--- src/pkg/rss_pkg.sv ---
// ==========================================================================
// Shared constants and types
// ==========================================================================
package rss_pkg;

  // Storage geometry
  localparam int DM_AW = 4;
  localparam int DM_DEPTH = 16;
  localparam int PM_AW = 5;
  localparam int PM_DEPTH = 32;
  localparam int PAGE_AW = 4;
  localparam int PG_BITS = PM_AW - PAGE_AW;

  // Register byte offsets
  localparam logic [7:0] OFF_CMD = 8'h00;
  localparam logic [7:0] OFF_WORK = 8'h04;
  localparam logic [7:0] OFF_FLAGS = 8'h08;
  localparam logic [7:0] OFF_TPTR = 8'h0C;
  localparam logic [7:0] OFF_TLATCH = 8'h10;
  localparam logic [7:0] OFF_STAT = 8'h14;
  localparam logic [7:0] OFF_DMEM = 8'h40;
  localparam logic [7:0] OFF_PMEM = 8'h80;
  localparam logic [7:0] DMEM_MASK = 8'hC0;
  localparam logic [7:0] PMEM_MASK = 8'h80;
  localparam int IDX_LSB = 2;

  // Field positions
  localparam int CMD_OP_LSB = 0;
  localparam int CMD_BIT_LSB = 5;
  localparam int CMD_MA_LSB = 8;
  localparam int CMD_IMM_LSB = 16;
  localparam int TP_LOW_LSB = 0;
  localparam int TP_HIGH_LSB = 8;
  localparam int TP_HEN_BIT = 16;
  localparam int STAT_BUSY_BIT = 0;
  localparam int STAT_SKIP_BIT = 1;

  // Byte constants
  localparam logic [7:0] ALL_ONES = 8'hFF;
  localparam logic [7:0] ONE_BYTE = 8'h01;
  localparam logic [7:0] ZERO_BYTE = 8'h00;
  localparam logic [PG_BITS-1:0] LAST_PAGE = '1;

  // Operation codes
  typedef enum logic [4:0] {
    OP_ROTL_CARRY_TO_WORK = 5'h00,
    OP_ROTR_MEM = 5'h01,
    OP_ROTR_TO_WORK = 5'h02,
    OP_ROTR_THRU_CARRY_MEM = 5'h03,
    OP_ROTR_THRU_CARRY_TO_WORK = 5'h04,
    OP_MINUS_BORROW_WORK = 5'h05,
    OP_MINUS_BORROW_MEM = 5'h06,
    OP_SUBTRACT_WORK = 5'h07,
    OP_SUBTRACT_IMM = 5'h08,
    OP_SUBTRACT_TO_MEM = 5'h09,
    OP_DEC_SKIP_ZERO = 5'h0A,
    OP_DEC_SKIP_ZERO_WORK = 5'h0B,
    OP_INC_SKIP_ZERO = 5'h0C,
    OP_INC_SKIP_ZERO_WORK = 5'h0D,
    OP_SET_BYTE = 5'h0E,
    OP_SET_BIT = 5'h0F,
    OP_SKIP_BIT_SET = 5'h10,
    OP_SKIP_IF_ZERO = 5'h11,
    OP_COPY_SKIP_ZERO = 5'h12,
    OP_SKIP_BIT_CLEAR = 5'h13,
    OP_NIBBLE_EXCHANGE_MEM = 5'h14,
    OP_NIBBLE_EXCHANGE_WORK = 5'h15,
    OP_TABLE_FETCH = 5'h16,
    OP_TABLE_FETCH_LAST_PAGE = 5'h17,
    OP_XOR_WORK = 5'h18
  } rss_op_t;

  typedef struct packed {
    logic ov;
    logic z;
    logic ac;
    logic c;
  } rss_flags_t;

  typedef struct packed {
    logic [7:0] imm;
    logic [DM_AW-1:0] maddr;
    logic [2:0] bit_sel;
    logic [4:0] op;
  } rss_cmd_t;

  typedef struct packed {
    logic [7:0] result;
    rss_flags_t flags;
    logic wr_mem;
    logic wr_work;
    logic wr_latch;
    logic skip;
  } rss_alu_out_t;

  // One-hot mask for a bit index
  function automatic logic [7:0] rss_bit_mask(input logic [2:0] idx);
    rss_bit_mask = ONE_BYTE << idx;
  endfunction : rss_bit_mask

endpackage : rss_pkg

--- src/core/rss_alu.sv ---
`timescale 1ns/1ps
// ==========================================================================
// Combinational operation unit
// ==========================================================================
module rss_alu import rss_pkg::*; (
  // Operation
  input wire logic [4:0] op,
  input wire logic [2:0] bit_sel,
  // Operands
  input wire logic [7:0] work,
  input wire logic [7:0] mem,
  input wire logic [7:0] imm,
  input wire logic [15:0] table_word,
  input wire rss_flags_t flags_in,
  // Outcome
  output rss_alu_out_t res
);

  logic [7:0] sub_b;
  logic borrow;
  logic [8:0] diff;
  logic [4:0] nib;
  logic [7:0] dec_v;
  logic [7:0] inc_v;
  logic [7:0] xor_v;
  rss_flags_t sub_fl;

  // Subtract path shared by all subtract forms
  assign sub_b = (op == OP_SUBTRACT_IMM) ? imm : mem; // RULE6
  assign borrow = (op == OP_MINUS_BORROW_WORK || op == OP_MINUS_BORROW_MEM)
                  ? ~flags_in.c : 1'b0; // RULE4
  assign diff = {1'b0, work} - {1'b0, sub_b} - {8'h00, borrow};
  assign nib = {1'b0, work[3:0]} - {1'b0, sub_b[3:0]} - {4'h0, borrow};
  assign sub_fl.ov = (work[7] ^ sub_b[7]) & (work[7] ^ diff[7]);
  assign sub_fl.z = (diff[7:0] == ZERO_BYTE); // RULE19
  assign sub_fl.ac = ~nib[4];
  assign sub_fl.c = ~diff[8]; // RULE5
  assign dec_v = mem - ONE_BYTE;
  assign inc_v = mem + ONE_BYTE;
  assign xor_v = work ^ mem;

  // Per-operation result, destination and skip
  always_comb begin
    res = '0;
    res.flags = flags_in;
    res.result = mem;
    unique case (op)
      OP_ROTL_CARRY_TO_WORK: begin
        res.result = {mem[6:0], flags_in.c}; // RULE1
        res.flags.c = mem[7]; // RULE1
        res.wr_work = 1'b1;
      end
      OP_ROTR_MEM, OP_ROTR_TO_WORK: begin
        res.result = {mem[0], mem[7:1]}; // RULE2
        res.wr_mem = (op == OP_ROTR_MEM);
        res.wr_work = (op == OP_ROTR_TO_WORK);
      end
      OP_ROTR_THRU_CARRY_MEM, OP_ROTR_THRU_CARRY_TO_WORK: begin
        res.result = {flags_in.c, mem[7:1]}; // RULE3
        res.flags.c = mem[0]; // RULE3
        res.wr_mem = (op == OP_ROTR_THRU_CARRY_MEM);
        res.wr_work = (op == OP_ROTR_THRU_CARRY_TO_WORK);
      end
      OP_MINUS_BORROW_WORK, OP_SUBTRACT_WORK, OP_SUBTRACT_IMM: begin
        res.result = diff[7:0]; // RULE4 RULE6
        res.flags = sub_fl; // RULE5
        res.wr_work = 1'b1;
      end
      OP_MINUS_BORROW_MEM, OP_SUBTRACT_TO_MEM: begin
        res.result = diff[7:0]; // RULE4 RULE6
        res.flags = sub_fl; // RULE5
        res.wr_mem = 1'b1;
      end
      OP_DEC_SKIP_ZERO, OP_DEC_SKIP_ZERO_WORK: begin
        res.result = dec_v; // RULE7
        res.skip = (dec_v == ZERO_BYTE); // RULE7
        res.wr_mem = (op == OP_DEC_SKIP_ZERO);
        res.wr_work = (op == OP_DEC_SKIP_ZERO_WORK);
      end
      OP_INC_SKIP_ZERO, OP_INC_SKIP_ZERO_WORK: begin
        res.result = inc_v; // RULE8
        res.skip = (inc_v == ZERO_BYTE); // RULE8
        res.wr_mem = (op == OP_INC_SKIP_ZERO);
        res.wr_work = (op == OP_INC_SKIP_ZERO_WORK);
      end
      OP_SET_BYTE: begin
        res.result = ALL_ONES; // RULE10
        res.wr_mem = 1'b1;
      end
      OP_SET_BIT: begin
        res.result = mem | rss_bit_mask(bit_sel); // RULE10
        res.wr_mem = 1'b1;
      end
      OP_SKIP_BIT_SET: res.skip = |(mem & rss_bit_mask(bit_sel)); // RULE11
      OP_SKIP_BIT_CLEAR: res.skip = ~|(mem & rss_bit_mask(bit_sel)); // RULE14
      OP_SKIP_IF_ZERO: res.skip = (mem == ZERO_BYTE); // RULE12
      OP_COPY_SKIP_ZERO: begin
        res.wr_work = 1'b1; // RULE13
        res.skip = (mem == ZERO_BYTE); // RULE13
      end
      OP_NIBBLE_EXCHANGE_MEM, OP_NIBBLE_EXCHANGE_WORK: begin
        res.result = {mem[3:0], mem[7:4]}; // RULE15
        res.wr_mem = (op == OP_NIBBLE_EXCHANGE_MEM);
        res.wr_work = (op == OP_NIBBLE_EXCHANGE_WORK);
      end
      OP_TABLE_FETCH, OP_TABLE_FETCH_LAST_PAGE: begin
        res.result = table_word[7:0]; // RULE16 RULE17
        res.wr_mem = 1'b1;
        res.wr_latch = 1'b1;
      end
      OP_XOR_WORK: begin
        res.result = xor_v; // RULE18
        res.flags.z = (xor_v == ZERO_BYTE); // RULE18 RULE19
        res.wr_work = 1'b1;
      end
      // Unused codes execute as a no-op
      default: res.skip = 1'b0;
    endcase
  end

endmodule : rss_alu

--- src/core/rss_exec.sv ---
`timescale 1ns/1ps
// ==========================================================================
// Rotate, subtract, skip and table execution unit with APB access
// ==========================================================================
// Functional notes
// RULE1: Rotate left through carry into work register; memory stays unchanged.
// RULE2: Plain rotate right wraps bit 0 into bit 7, no flag changes.
// RULE3: Rotate right through carry: carry into bit 7, bit 0 to carry.
// RULE4: Subtract with borrow: work less byte less inverted carry, four flags.
// RULE5: Subtract carry clears on negative result, sets on zero or positive.
// RULE6: Plain subtract of byte or immediate, no borrow, four flags updated.
// RULE7: Decrement byte, skip when zero; work variant leaves memory; no flags.
// RULE8: Increment byte, skip when zero; work variant leaves memory; no flags.
// RULE9: Every skip taken costs a second, dummy instruction cycle.
// RULE10: Byte set writes all ones; bit set forces one bit; no flags.
// RULE11: Skip when selected bit is one; flags untouched.
// RULE12: Skip when addressed byte is zero; nothing else changes.
// RULE13: Copy byte to work register, skip when it is zero.
// RULE14: Skip when selected bit is zero.
// RULE15: Swap byte nibbles into memory or work register; no flags.
// RULE16: Table fetch via pointer pair or low pointer; low byte, high latch.
// RULE17: Last-page table fetch uses low pointer only, same split.
// RULE18: Exclusive OR of work and byte into work, zero flag only.
// RULE19: Zero flag set when written result is zero, else cleared.
module rss_exec import rss_pkg::*; (
  // Clock and reset
  input wire logic pclk,
  input wire logic presetn,
  // APB slave
  input wire logic psel,
  input wire logic penable,
  input wire logic pwrite,
  input wire logic [7:0] paddr,
  input wire logic [31:0] pwdata,
  output logic [31:0] prdata,
  output logic pready,
  output logic pslverr,
  // Execution status
  output logic busy,
  output logic skip_taken
);

  // ========================================================================
  // State
  // ========================================================================
  typedef enum logic [2:0] {
    ST_IDLE = 3'b001,
    ST_EXEC = 3'b010,
    ST_DUMMY = 3'b100
  } rss_state_t;

  typedef struct packed {
    rss_state_t st;
    rss_cmd_t cmd;
    logic [7:0] work;
    rss_flags_t flags;
    logic [7:0] tp_low;
    logic [7:0] tp_high;
    logic high_en;
    logic [7:0] latch;
    logic busy;
    logic skip_taken;
    logic [DM_DEPTH-1:0][7:0] dmem;
    logic [PM_DEPTH-1:0][15:0] pmem;
    logic [31:0] prdata;
    logic pready;
    logic pslverr;
  } rss_regs_t;

  localparam rss_regs_t REGS_RST = '{st: ST_IDLE, default: '0};

  rss_regs_t r;
  rss_regs_t next_r;
  rss_alu_out_t alu_res;
  logic [15:0] table_word;
  logic setup;
  logic access;
  logic last_page;

  // ========================================================================
  // Address decode
  // ========================================================================
  function automatic logic is_dmem(input logic [7:0] a);
    is_dmem = ((a & DMEM_MASK) == OFF_DMEM);
  endfunction : is_dmem

  function automatic logic is_pmem(input logic [7:0] a);
    is_pmem = ((a & PMEM_MASK) == OFF_PMEM);
  endfunction : is_pmem

  // Unaligned and unlisted addresses are not mapped
  function automatic logic addr_ok(input logic [7:0] a);
    logic hit;
    hit = (a == OFF_CMD) || (a == OFF_WORK) || (a == OFF_FLAGS) ||
          (a == OFF_TPTR) || (a == OFF_TLATCH) || (a == OFF_STAT) ||
          is_dmem(a) || is_pmem(a);
    addr_ok = hit && (a[IDX_LSB-1:0] == '0);
  endfunction : addr_ok

  // Read data; reserved bits return zero
  function automatic logic [31:0] read_data(input logic [7:0] a,
                                            input rss_regs_t s);
    logic [31:0] d;
    d = '0;
    if (is_dmem(a)) begin
      d[7:0] = s.dmem[a[IDX_LSB +: DM_AW]];
    end else if (is_pmem(a)) begin
      d[15:0] = s.pmem[a[IDX_LSB +: PM_AW]];
    end else begin
      unique case (a)
        OFF_WORK: d[7:0] = s.work;
        OFF_FLAGS: d[3:0] = s.flags;
        OFF_TPTR: begin
          d[TP_LOW_LSB +: 8] = s.tp_low;
          d[TP_HIGH_LSB +: 8] = s.tp_high;
          d[TP_HEN_BIT] = s.high_en;
        end
        OFF_TLATCH: d[7:0] = s.latch;
        OFF_STAT: begin
          d[STAT_BUSY_BIT] = s.busy;
          d[STAT_SKIP_BIT] = s.skip_taken;
        end
        // Command register reads back the last command
        OFF_CMD: begin
          d[CMD_OP_LSB +: 5] = s.cmd.op;
          d[CMD_BIT_LSB +: 3] = s.cmd.bit_sel;
          d[CMD_MA_LSB +: DM_AW] = s.cmd.maddr;
          d[CMD_IMM_LSB +: 8] = s.cmd.imm;
        end
        default: d = '0;
      endcase
    end
    read_data = d;
  endfunction : read_data

  // ========================================================================
  // Datapath instances
  // ========================================================================
  assign last_page = (r.cmd.op == OP_TABLE_FETCH_LAST_PAGE); // RULE17

  rss_table_rd u_table (
    .pmem (r.pmem),
    .tp_low (r.tp_low),
    .tp_high (r.tp_high),
    .high_en (r.high_en),
    .last_page (last_page),
    .word (table_word)
  );

  rss_alu u_alu (
    .op (r.cmd.op),
    .bit_sel (r.cmd.bit_sel),
    .work (r.work),
    .mem (r.dmem[r.cmd.maddr]),
    .imm (r.cmd.imm),
    .table_word (table_word),
    .flags_in (r.flags),
    .res (alu_res)
  );

  // ========================================================================
  // APB phases
  // ========================================================================
  // Zero wait states: pready is raised for the first access cycle
  assign setup = psel & ~penable;
  assign access = psel & penable & r.pready;

  // ========================================================================
  // Next-state logic
  // ========================================================================
  always_comb begin
    next_r = r;

    // Answer is prepared in the setup cycle so every output is a flop
    if (setup) begin
      next_r.pready = 1'b1;
      next_r.prdata = read_data(paddr, r);
      // Writes while busy would race the datapath, so they are refused
      next_r.pslverr = ~addr_ok(paddr) | (pwrite & r.busy);
    end else begin
      next_r.pready = 1'b0;
      next_r.pslverr = 1'b0;
    end

    // Register writes take effect at the access edge only
    if (access && pwrite && !r.pslverr) begin
      if (is_dmem(paddr)) begin
        next_r.dmem[paddr[IDX_LSB +: DM_AW]] = pwdata[7:0];
      end else if (is_pmem(paddr)) begin
        next_r.pmem[paddr[IDX_LSB +: PM_AW]] = pwdata[15:0];
      end else begin
        unique case (paddr)
          OFF_CMD: begin
            next_r.cmd.op = pwdata[CMD_OP_LSB +: 5];
            next_r.cmd.bit_sel = pwdata[CMD_BIT_LSB +: 3];
            next_r.cmd.maddr = pwdata[CMD_MA_LSB +: DM_AW];
            next_r.cmd.imm = pwdata[CMD_IMM_LSB +: 8];
            next_r.st = ST_EXEC;
            next_r.busy = 1'b1;
            next_r.skip_taken = 1'b0;
          end
          OFF_WORK: next_r.work = pwdata[7:0];
          OFF_FLAGS: next_r.flags = pwdata[3:0];
          OFF_TPTR: begin
            next_r.tp_low = pwdata[TP_LOW_LSB +: 8];
            next_r.tp_high = pwdata[TP_HIGH_LSB +: 8];
            next_r.high_en = pwdata[TP_HEN_BIT];
          end
          // Latch and status are read-only; writes are dropped
          default: next_r.busy = r.busy;
        endcase
      end
    end

    // Instruction sequencing
    unique case (r.st)
      ST_IDLE: begin
        next_r.busy = next_r.busy;
      end
      ST_EXEC: begin
        if (alu_res.wr_mem) begin
          next_r.dmem[r.cmd.maddr] = alu_res.result;
        end
        if (alu_res.wr_work) begin
          next_r.work = alu_res.result;
        end
        if (alu_res.wr_latch) begin
          next_r.latch = table_word[15:8]; // RULE16 RULE17
        end
        next_r.flags = alu_res.flags;
        next_r.skip_taken = alu_res.skip;
        // A taken skip inserts the dummy cycle
        if (alu_res.skip) begin
          next_r.st = ST_DUMMY; // RULE9
        end else begin
          next_r.st = ST_IDLE;
          next_r.busy = 1'b0;
        end
      end
      ST_DUMMY: begin
        next_r.st = ST_IDLE; // RULE9
        next_r.busy = 1'b0;
      end
      // Recover from a corrupted state code
      default: begin
        next_r.st = ST_IDLE;
        next_r.busy = 1'b0;
      end
    endcase
  end

  // ========================================================================
  // State register
  // ========================================================================
  always_ff @(posedge pclk or negedge presetn) begin
    if (!presetn) begin
      r <= REGS_RST;
    end else begin
      r <= next_r;
    end
  end

  // ========================================================================
  // Outputs
  // ========================================================================
  assign prdata = r.prdata;
  assign pready = r.pready;
  assign pslverr = r.pslverr;
  assign busy = r.busy;
  assign skip_taken = r.skip_taken;

endmodule : rss_exec

--- src/core/rss_table_rd.sv ---
`timescale 1ns/1ps
// ==========================================================================
// Program word selection for table fetches
// ==========================================================================
module rss_table_rd import rss_pkg::*; (
  // Program store
  input wire logic [PM_DEPTH-1:0][15:0] pmem,
  // Pointer state
  input wire logic [7:0] tp_low,
  input wire logic [7:0] tp_high,
  input wire logic high_en,
  input wire logic last_page,
  // Selected word
  output logic [15:0] word
);

  logic [PG_BITS-1:0] page;

  // Page source: last page, high pointer, or page zero
  always_comb begin
    if (last_page) begin
      page = LAST_PAGE; // RULE17
    end else if (high_en) begin
      page = tp_high[PG_BITS-1:0]; // RULE16
    end else begin
      page = '0; // RULE16
    end
    word = pmem[{page, tp_low[PAGE_AW-1:0]}];
  end

endmodule : rss_table_rd

--- config.mk ---
export PLATFORM = sky130hd
export DESIGN_NAME = rss_exec
export DESIGN_NICKNAME = d
export VERILOG_FILES = /design/src/pkg/rss_pkg.sv /design/src/core/rss_alu.sv /design/src/core/rss_exec.sv /design/src/core/rss_table_rd.sv
export SDC_FILE = /design/constraint.sdc
export NUM_CORES = 2
export LEC_CHECK = 0
export BUFFER_PORTS_ARGS = -buffer_cell sky130_fd_sc_hd__buf_2
export CORE_MARGIN = 4
export CORE_UTILIZATION = 47
export CTS_CLUSTER_SIZE = 8
export DETAILED_ROUTE_END_ITERATION = 6
export GPL_TIMING_DRIVEN = 0
export HOLD_SLACK_MARGIN = 0.05
export PLACE_DENSITY = 0.72
export RECOVER_POWER = 100
export SYNTH_ARGS = -nofsm -noshare
export SYNTH_HDL_FRONTEND = slang
export SYNTH_SLANG_ARGS = --single-unit
--- constraint.sdc ---
create_clock -name pclk -period 4.7 [get_ports pclk]
set_clock_uncertainty 0.15 [all_clocks]
set_input_delay 0.47 -clock pclk [delete_from_list [all_inputs] [get_ports pclk]]
set_output_delay 0.47 -clock pclk [all_outputs]
set_load 0.005 [all_outputs]
Yosys cells after proc, flatten, opt, wreduce, memory -nomap -nowiden
Cells that the tools add are included.
Storage, ports and cells
  register bits: 736
  word-level logic and storage cells: 252
Cells by class
  add/subtract/negate cells: 6
  $lt $le $gt $ge: 7
  eq/ne operators: 41
  shifts and indexed selects: 1
  mux-type cells: 65
  bitwise operators: 18
  reduce and logical (&&, ||, !) cells: 47
Operators with widths (number)
  $mux W512: 2
  $mux W642: 1
  $bwmux W512: 1
  $bwmux W128: 2
  $mux W128: 2
  $bmux W16 S5: 2
  $mux W52: 3
  $mux W129: 1
  $pmux W8 S11: 1
  $demux W16 S5: 1
  $mux W16: 5
  $mux W8: 9
  $bmux W8 S4: 2
  $demux W8 S4: 2
  $logic_not A8 Y1: 6
  $eq A5 B5 Y1 const B: 9
  $eq A5 B4 Y1 const B: 8
  $mux W23: 1
  $eq A5 B3 Y1 const B: 4
  $mux W17: 1
  $eq A8 B4 Y1 const B: 2
  $eq A8 B5 Y1 const B: 2
  $pmux W4 S4: 1
  $reduce_and A4 Y1: 4
  other kinds (55): 113

Longest topological paths before layout
  word-level depth: 12
  gate-level depth with buffers: 20
  depth with buffers taken out: 17

Hierarchy
A second synthesis with hierarchy kept.
Second synthesis, totals
  cells, all modules: 3281
  area total of the unflattened synthesis: 42535.8 µm²
Modules (own cells, without submodules)
  rss_exec: instances 1, cells an instance 2647, area an instance 35901.9 µm², seq. area each 18218.7 µm²
  rss_table_rd: instances 1, cells an instance 270, area an instance 4250.3 µm², seq. area each 0.0 µm²
  rss_alu: instances 1, cells an instance 364, area an instance 2383.5 µm², seq. area each 0.0 µm²

Worst setup path before layout
Ideal clock, no wire load.
  kind: register to register
  from: register r[722] in the netlist's numbering
  to: register r[711] in the netlist's numbering
  arrival time: 4.295 ns
  data required time: 4.420 ns
  slack: 0.125 ns
  cell stages (with the launch flop): 20
  cell sequence: dfrtp_1 > buf_6 > mux4_2 > mux2_2 > mux2_2 > buf_4 > mux2_2 > ha_1 > inv_1 > ha_1 > a21boi_0 > o21ai_0 > a21boi_0 > o21a_1 > o31ai_1 > nor4b_2 > o311ai_2 > o21ai_2 > buf_6 > a21oi_2
RTL lines
  start: declaration: RTL line rss_exec.sv:72  | rss_regs_t r;
  start signal: assignment: RTL line rss_exec.sv:259  | r <= next_r;

==> impl_metrics.env <==
export IMPL_final_max_slew_violation_count=315
export IMPL_maxCapViolations=4
export IMPL_arrival_ns=5.19
export IMPL_layout_cell_share_with_drive_strength_beyond_1=0.408
export IMPL_worstPathBufferInverterCount=3
export IMPL_ys_flop_type="sky130_fd_sc_hd__dfrtp_1"
export IMPL_critPathKind="reg -> reg"
export IMPL_fin_setup_tns_ns=-3.22
export IMPL_rr_startpoint="r[694]$_DFFE_PN0P_"
export IMPL_asyncSetResetFlopFracSynth=1.00
export IMPL_timing_worst_slew_pin_value_ns=2.09
export IMPL_critical_path_endpoint_type="register"
export IMPL_timing_fmax_ghz=0.207
export IMPL_start_kind="register"
export IMPL_chipHeight_um=306
export IMPL_crit_start="r[694]$_DFFE_PN0P_"
export IMPL_buffer_ports_inserted=61
export IMPL_antenna_violations_before_repair=8
export IMPL_crit_path_top_delay_cell="sky130_fd_sc_hd__dfrtp_1"
export IMPL_row_count=109
export IMPL_maxSlewHeadroom=-0.395
export IMPL_num_io_pins=81
export IMPL_fin_crit_ns=4.83
export IMPL_timing_hold_worst_class="in -> reg"
export IMPL_detailed_router_s_first_iteration_violation_count=4177
export IMPL_cp_cell_sequence="buf_2, clkbuf_2, mux4_2, mux4_2, mux2i_1, o22ai_1, nor4b_2, o311ai_2, o21ai_4, buf_12, a21oi_2"
export IMPL_power_density_nw_per_um2=294
export IMPL_grt_setup_unrepaired="yes"
export IMPL_vias_per_cell=6.93
export IMPL_clock_tree_from_tritoncts="done"
export IMPL_first_pass_grt_wire_length_um=218000
export IMPL_ys_warnings_count=0
export IMPL_clkLatencyLatePin_ns=0.70
export IMPL_report_final_hold_viol_count=0
export IMPL_grt_pass1_vias=31300
export IMPL_largest_net_degree_at_the_start_of_global_routing=119
export IMPL_worstSetupPathDepth=11
export IMPL_core_region_area_um2=88200
export IMPL_worst_ep_required_ns=5.05
export IMPL_minimum_setup_slack_among_reg_to_reg_paths_ns=-0.13
export IMPL_report_final_setup_viol=47
export IMPL_clock_root_buffer="sky130_fd_sc_hd__clkbuf_16"
export IMPL_total_power_uw=14000
export IMPL_postRouteWirelength_um=150000
export IMPL_routed_via_count=31600
export IMPL_netlist_cell_type_count=80
export IMPL_cts_sink_count=728
export IMPL_reg_to_reg_end="r[711]$_DFF_PN0_"
export IMPL_gr_usage_all_layers=0.317
export IMPL_routedWlPerCell_um=33.0
export IMPL_gp_congestion=0.990
export IMPL_critical_path_peak_fanout=10
export IMPL_synth_edff_count=0
export IMPL_fin_crit_sh=1.03
export IMPL_final_antenna_net_count=0
export IMPL_drcViolationCount=3
export IMPL_synthToLayoutAreaGrowth_pct=13.9
export IMPL_synth_cell_area_um2=41800
export IMPL_synth_seq_area_share=0.436
export IMPL_cpLargestDelayFamily="multiplexers"
export IMPL_worst_slack_setup_final_ns=-0.135
export IMPL_violations_in_the_final_reports="design-rule violations, max-capacitance violations, max-slew violations, negative setup slack"
export IMPL_reg2regPathDepth=11
export IMPL_critPathCapture="r[711]$_DFF_PN0_"
export IMPL_tritoncts_num_buffers=101
export IMPL_hpwlAfterDp_um=105000
export IMPL_syn_inst=3134
export IMPL_drt_pass1_iterations=7
export IMPL_fin_util=0.539
export IMPL_cts_buffer_depth=3
export IMPL_power_ir_vdd_worst_mv=0.294
export IMPL_final_nets=3440
export IMPL_syn_area_per_cell_um2=13.3
export IMPL_cellLeakagePower_uw=0.0208
export IMPL_dieArea_um2=93700
export IMPL_floorplan_initialDensity=0.473
export IMPL_timing_critical_path_mode_cell="sky130_fd_sc_hd__mux4_2"
export IMPL_delay_of_the_slowest_cell_on_the_worst_path_ns=0.61
export IMPL_die_w_um=306
export IMPL_globalRoute_totalOverflow=0
export IMPL_run_status="finished with violations"
export IMPL_ys_seq_elements=728
export IMPL_level_count_of_the_clock_h_tree=3
export IMPL_clk_pin_slew_worst_paths_ns=0.05
where the power goes:
group	switching (uW)	internal (uW)
Clock	2750	3850
Combinational	660	325
Sequential	60.7	6360
cell type report:
class / instances / area, um^2
Fill cell: 7156 / 40700
Multi-Input combinational cell: 2053 / 22400
Sequential cell: 728 / 18200
Clock buffer: 113 / 2600
Buffer: 316 / 1560
Tap cell: 1165 / 1460
Timing Repair Buffer: 135 / 1050
Inverter: 39 / 146
Clock inverter: 5 / 104
Antenna cell: 2 / 5.00
metal layers:
layer / vias up / part of all wire / track usage
met1: 16400 / 0.37 / 0.425
met4: 8 / 0.062 / 0.163
met5: - / 0.00038 / 0
met3: 516 / 0.13 / 0.0995
li1: 12400 / - / -
met2: 2250 / 0.44 / 0.468
how the worst min path moves through the flow:
stage,to,slack (ns),cells past startpoint,from
global route,r[689]$_DFFE_PN0P_,0.08,2,pwdata[12]
CTS,register,0.06,2,pwdata[12]
finish,r[689]$_DFFE_PN0P_,0.09,2,pwdata[12]
detailed placement,prdata[19]$_DFFE_PN0P_,0.32,2,prdata[19]$_DFFE_PN0P_
global placement,prdata[20]$_DFFE_PN0P_,0.32,2,prdata[20]$_DFFE_PN0P_
floorplan,async pin,0.02,0,presetn
metrics by stage:
stage          instances  hold WS, ns  cell area (um^2)  setup slack (ns)
2_1_floorplan       3141       0.0244             41800             0.125
3_3_place_gp        4367        0.316             43600            -12.68
3_5_place_dp        4377        0.321             43800             -1.34
4_1_cts             4532       0.0621             47300          -0.00369
5_1_grt             4555       0.0829             47600            -0.143
6_report            4556       0.0916             47600            -0.135
kinds of logic after synthesis:
family | after synthesis | share of synthesized area
multiplexers | 1007 | 0.377
flip-flops | 728 | 0.436
XOR/XNOR | 24 | 0.00503
buffers and inverters | 361 | 0.0382
AND/OR/NAND/NOR | 522 | 0.0618
AO/OA/AOI/OAI | 470 | 0.0750
adder cells (fa/ha/maj) | 21 | 0.00665
other | 1 | 0.0000898
cell usage in the layout (no fill, tap or decap), drive strengths merged, types with 10 or more instances in the layout:
| master | n |
|---|---|
| nor3 | 21 |
| mux2i | 37 |
| nor2 | 119 |
| dlygate4sd3 | 14 |
| o21ai | 80 |
| mux2 | 574 |
| mux4 | 396 |
| a21oi | 153 |
| and2 | 10 |
| o211ai | 10 |
| nand2b | 10 |
| ha | 19 |
| nand3 | 35 |
| buf | 184 |
| a211oi | 123 |
| xnor2 | 16 |
| dfrtp | 727 |
| clkbuf | 364 |
| and3 | 16 |
| nand2 | 143 |
| inv | 40 |
| a22oi | 26 |
| nor2b | 125 |
| a31oi | 11 |
synthesized netlist by cell type, types with 26 or more instances:
cell type	count	area share
sky130_fd_sc_hd__buf_1	29	0.0026
sky130_fd_sc_hd__a21oi_1	143	0.017
sky130_fd_sc_hd__buf_4	41	0.0074
sky130_fd_sc_hd__a211oi_1	122	0.022
sky130_fd_sc_hd__nand2_1	143	0.013
sky130_fd_sc_hd__nor2b_1	125	0.019
sky130_fd_sc_hd__mux4_2	396	0.21
sky130_fd_sc_hd__nand3_1	35	0.0042
sky130_fd_sc_hd__clkbuf_1	206	0.019
sky130_fd_sc_hd__o21ai_0	70	0.0084
sky130_fd_sc_hd__nor2_1	119	0.011
sky130_fd_sc_hd__a22oi_1	26	0.0047
sky130_fd_sc_hd__inv_1	37	0.0033
sky130_fd_sc_hd__mux2i_1	35	0.0084
sky130_fd_sc_hd__dfrtp_1	727	0.44
sky130_fd_sc_hd__mux2_2	574	0.15
sky130_fd_sc_hd__buf_2	41	0.0049
what timing repair did:
action | 4_1_cts | 5_1_grt
resized for setup | 83 | 71
pin swaps | 9 | 14
hold buffers | 14 | 0
buffers inserted | 25 | 22
endpoints found under the setup margin | 150 | 175
hold endpoints to repair | 95 | 0
gates cloned | 1 | 2
No activity file was read; power rests on OpenSTA's default activity.
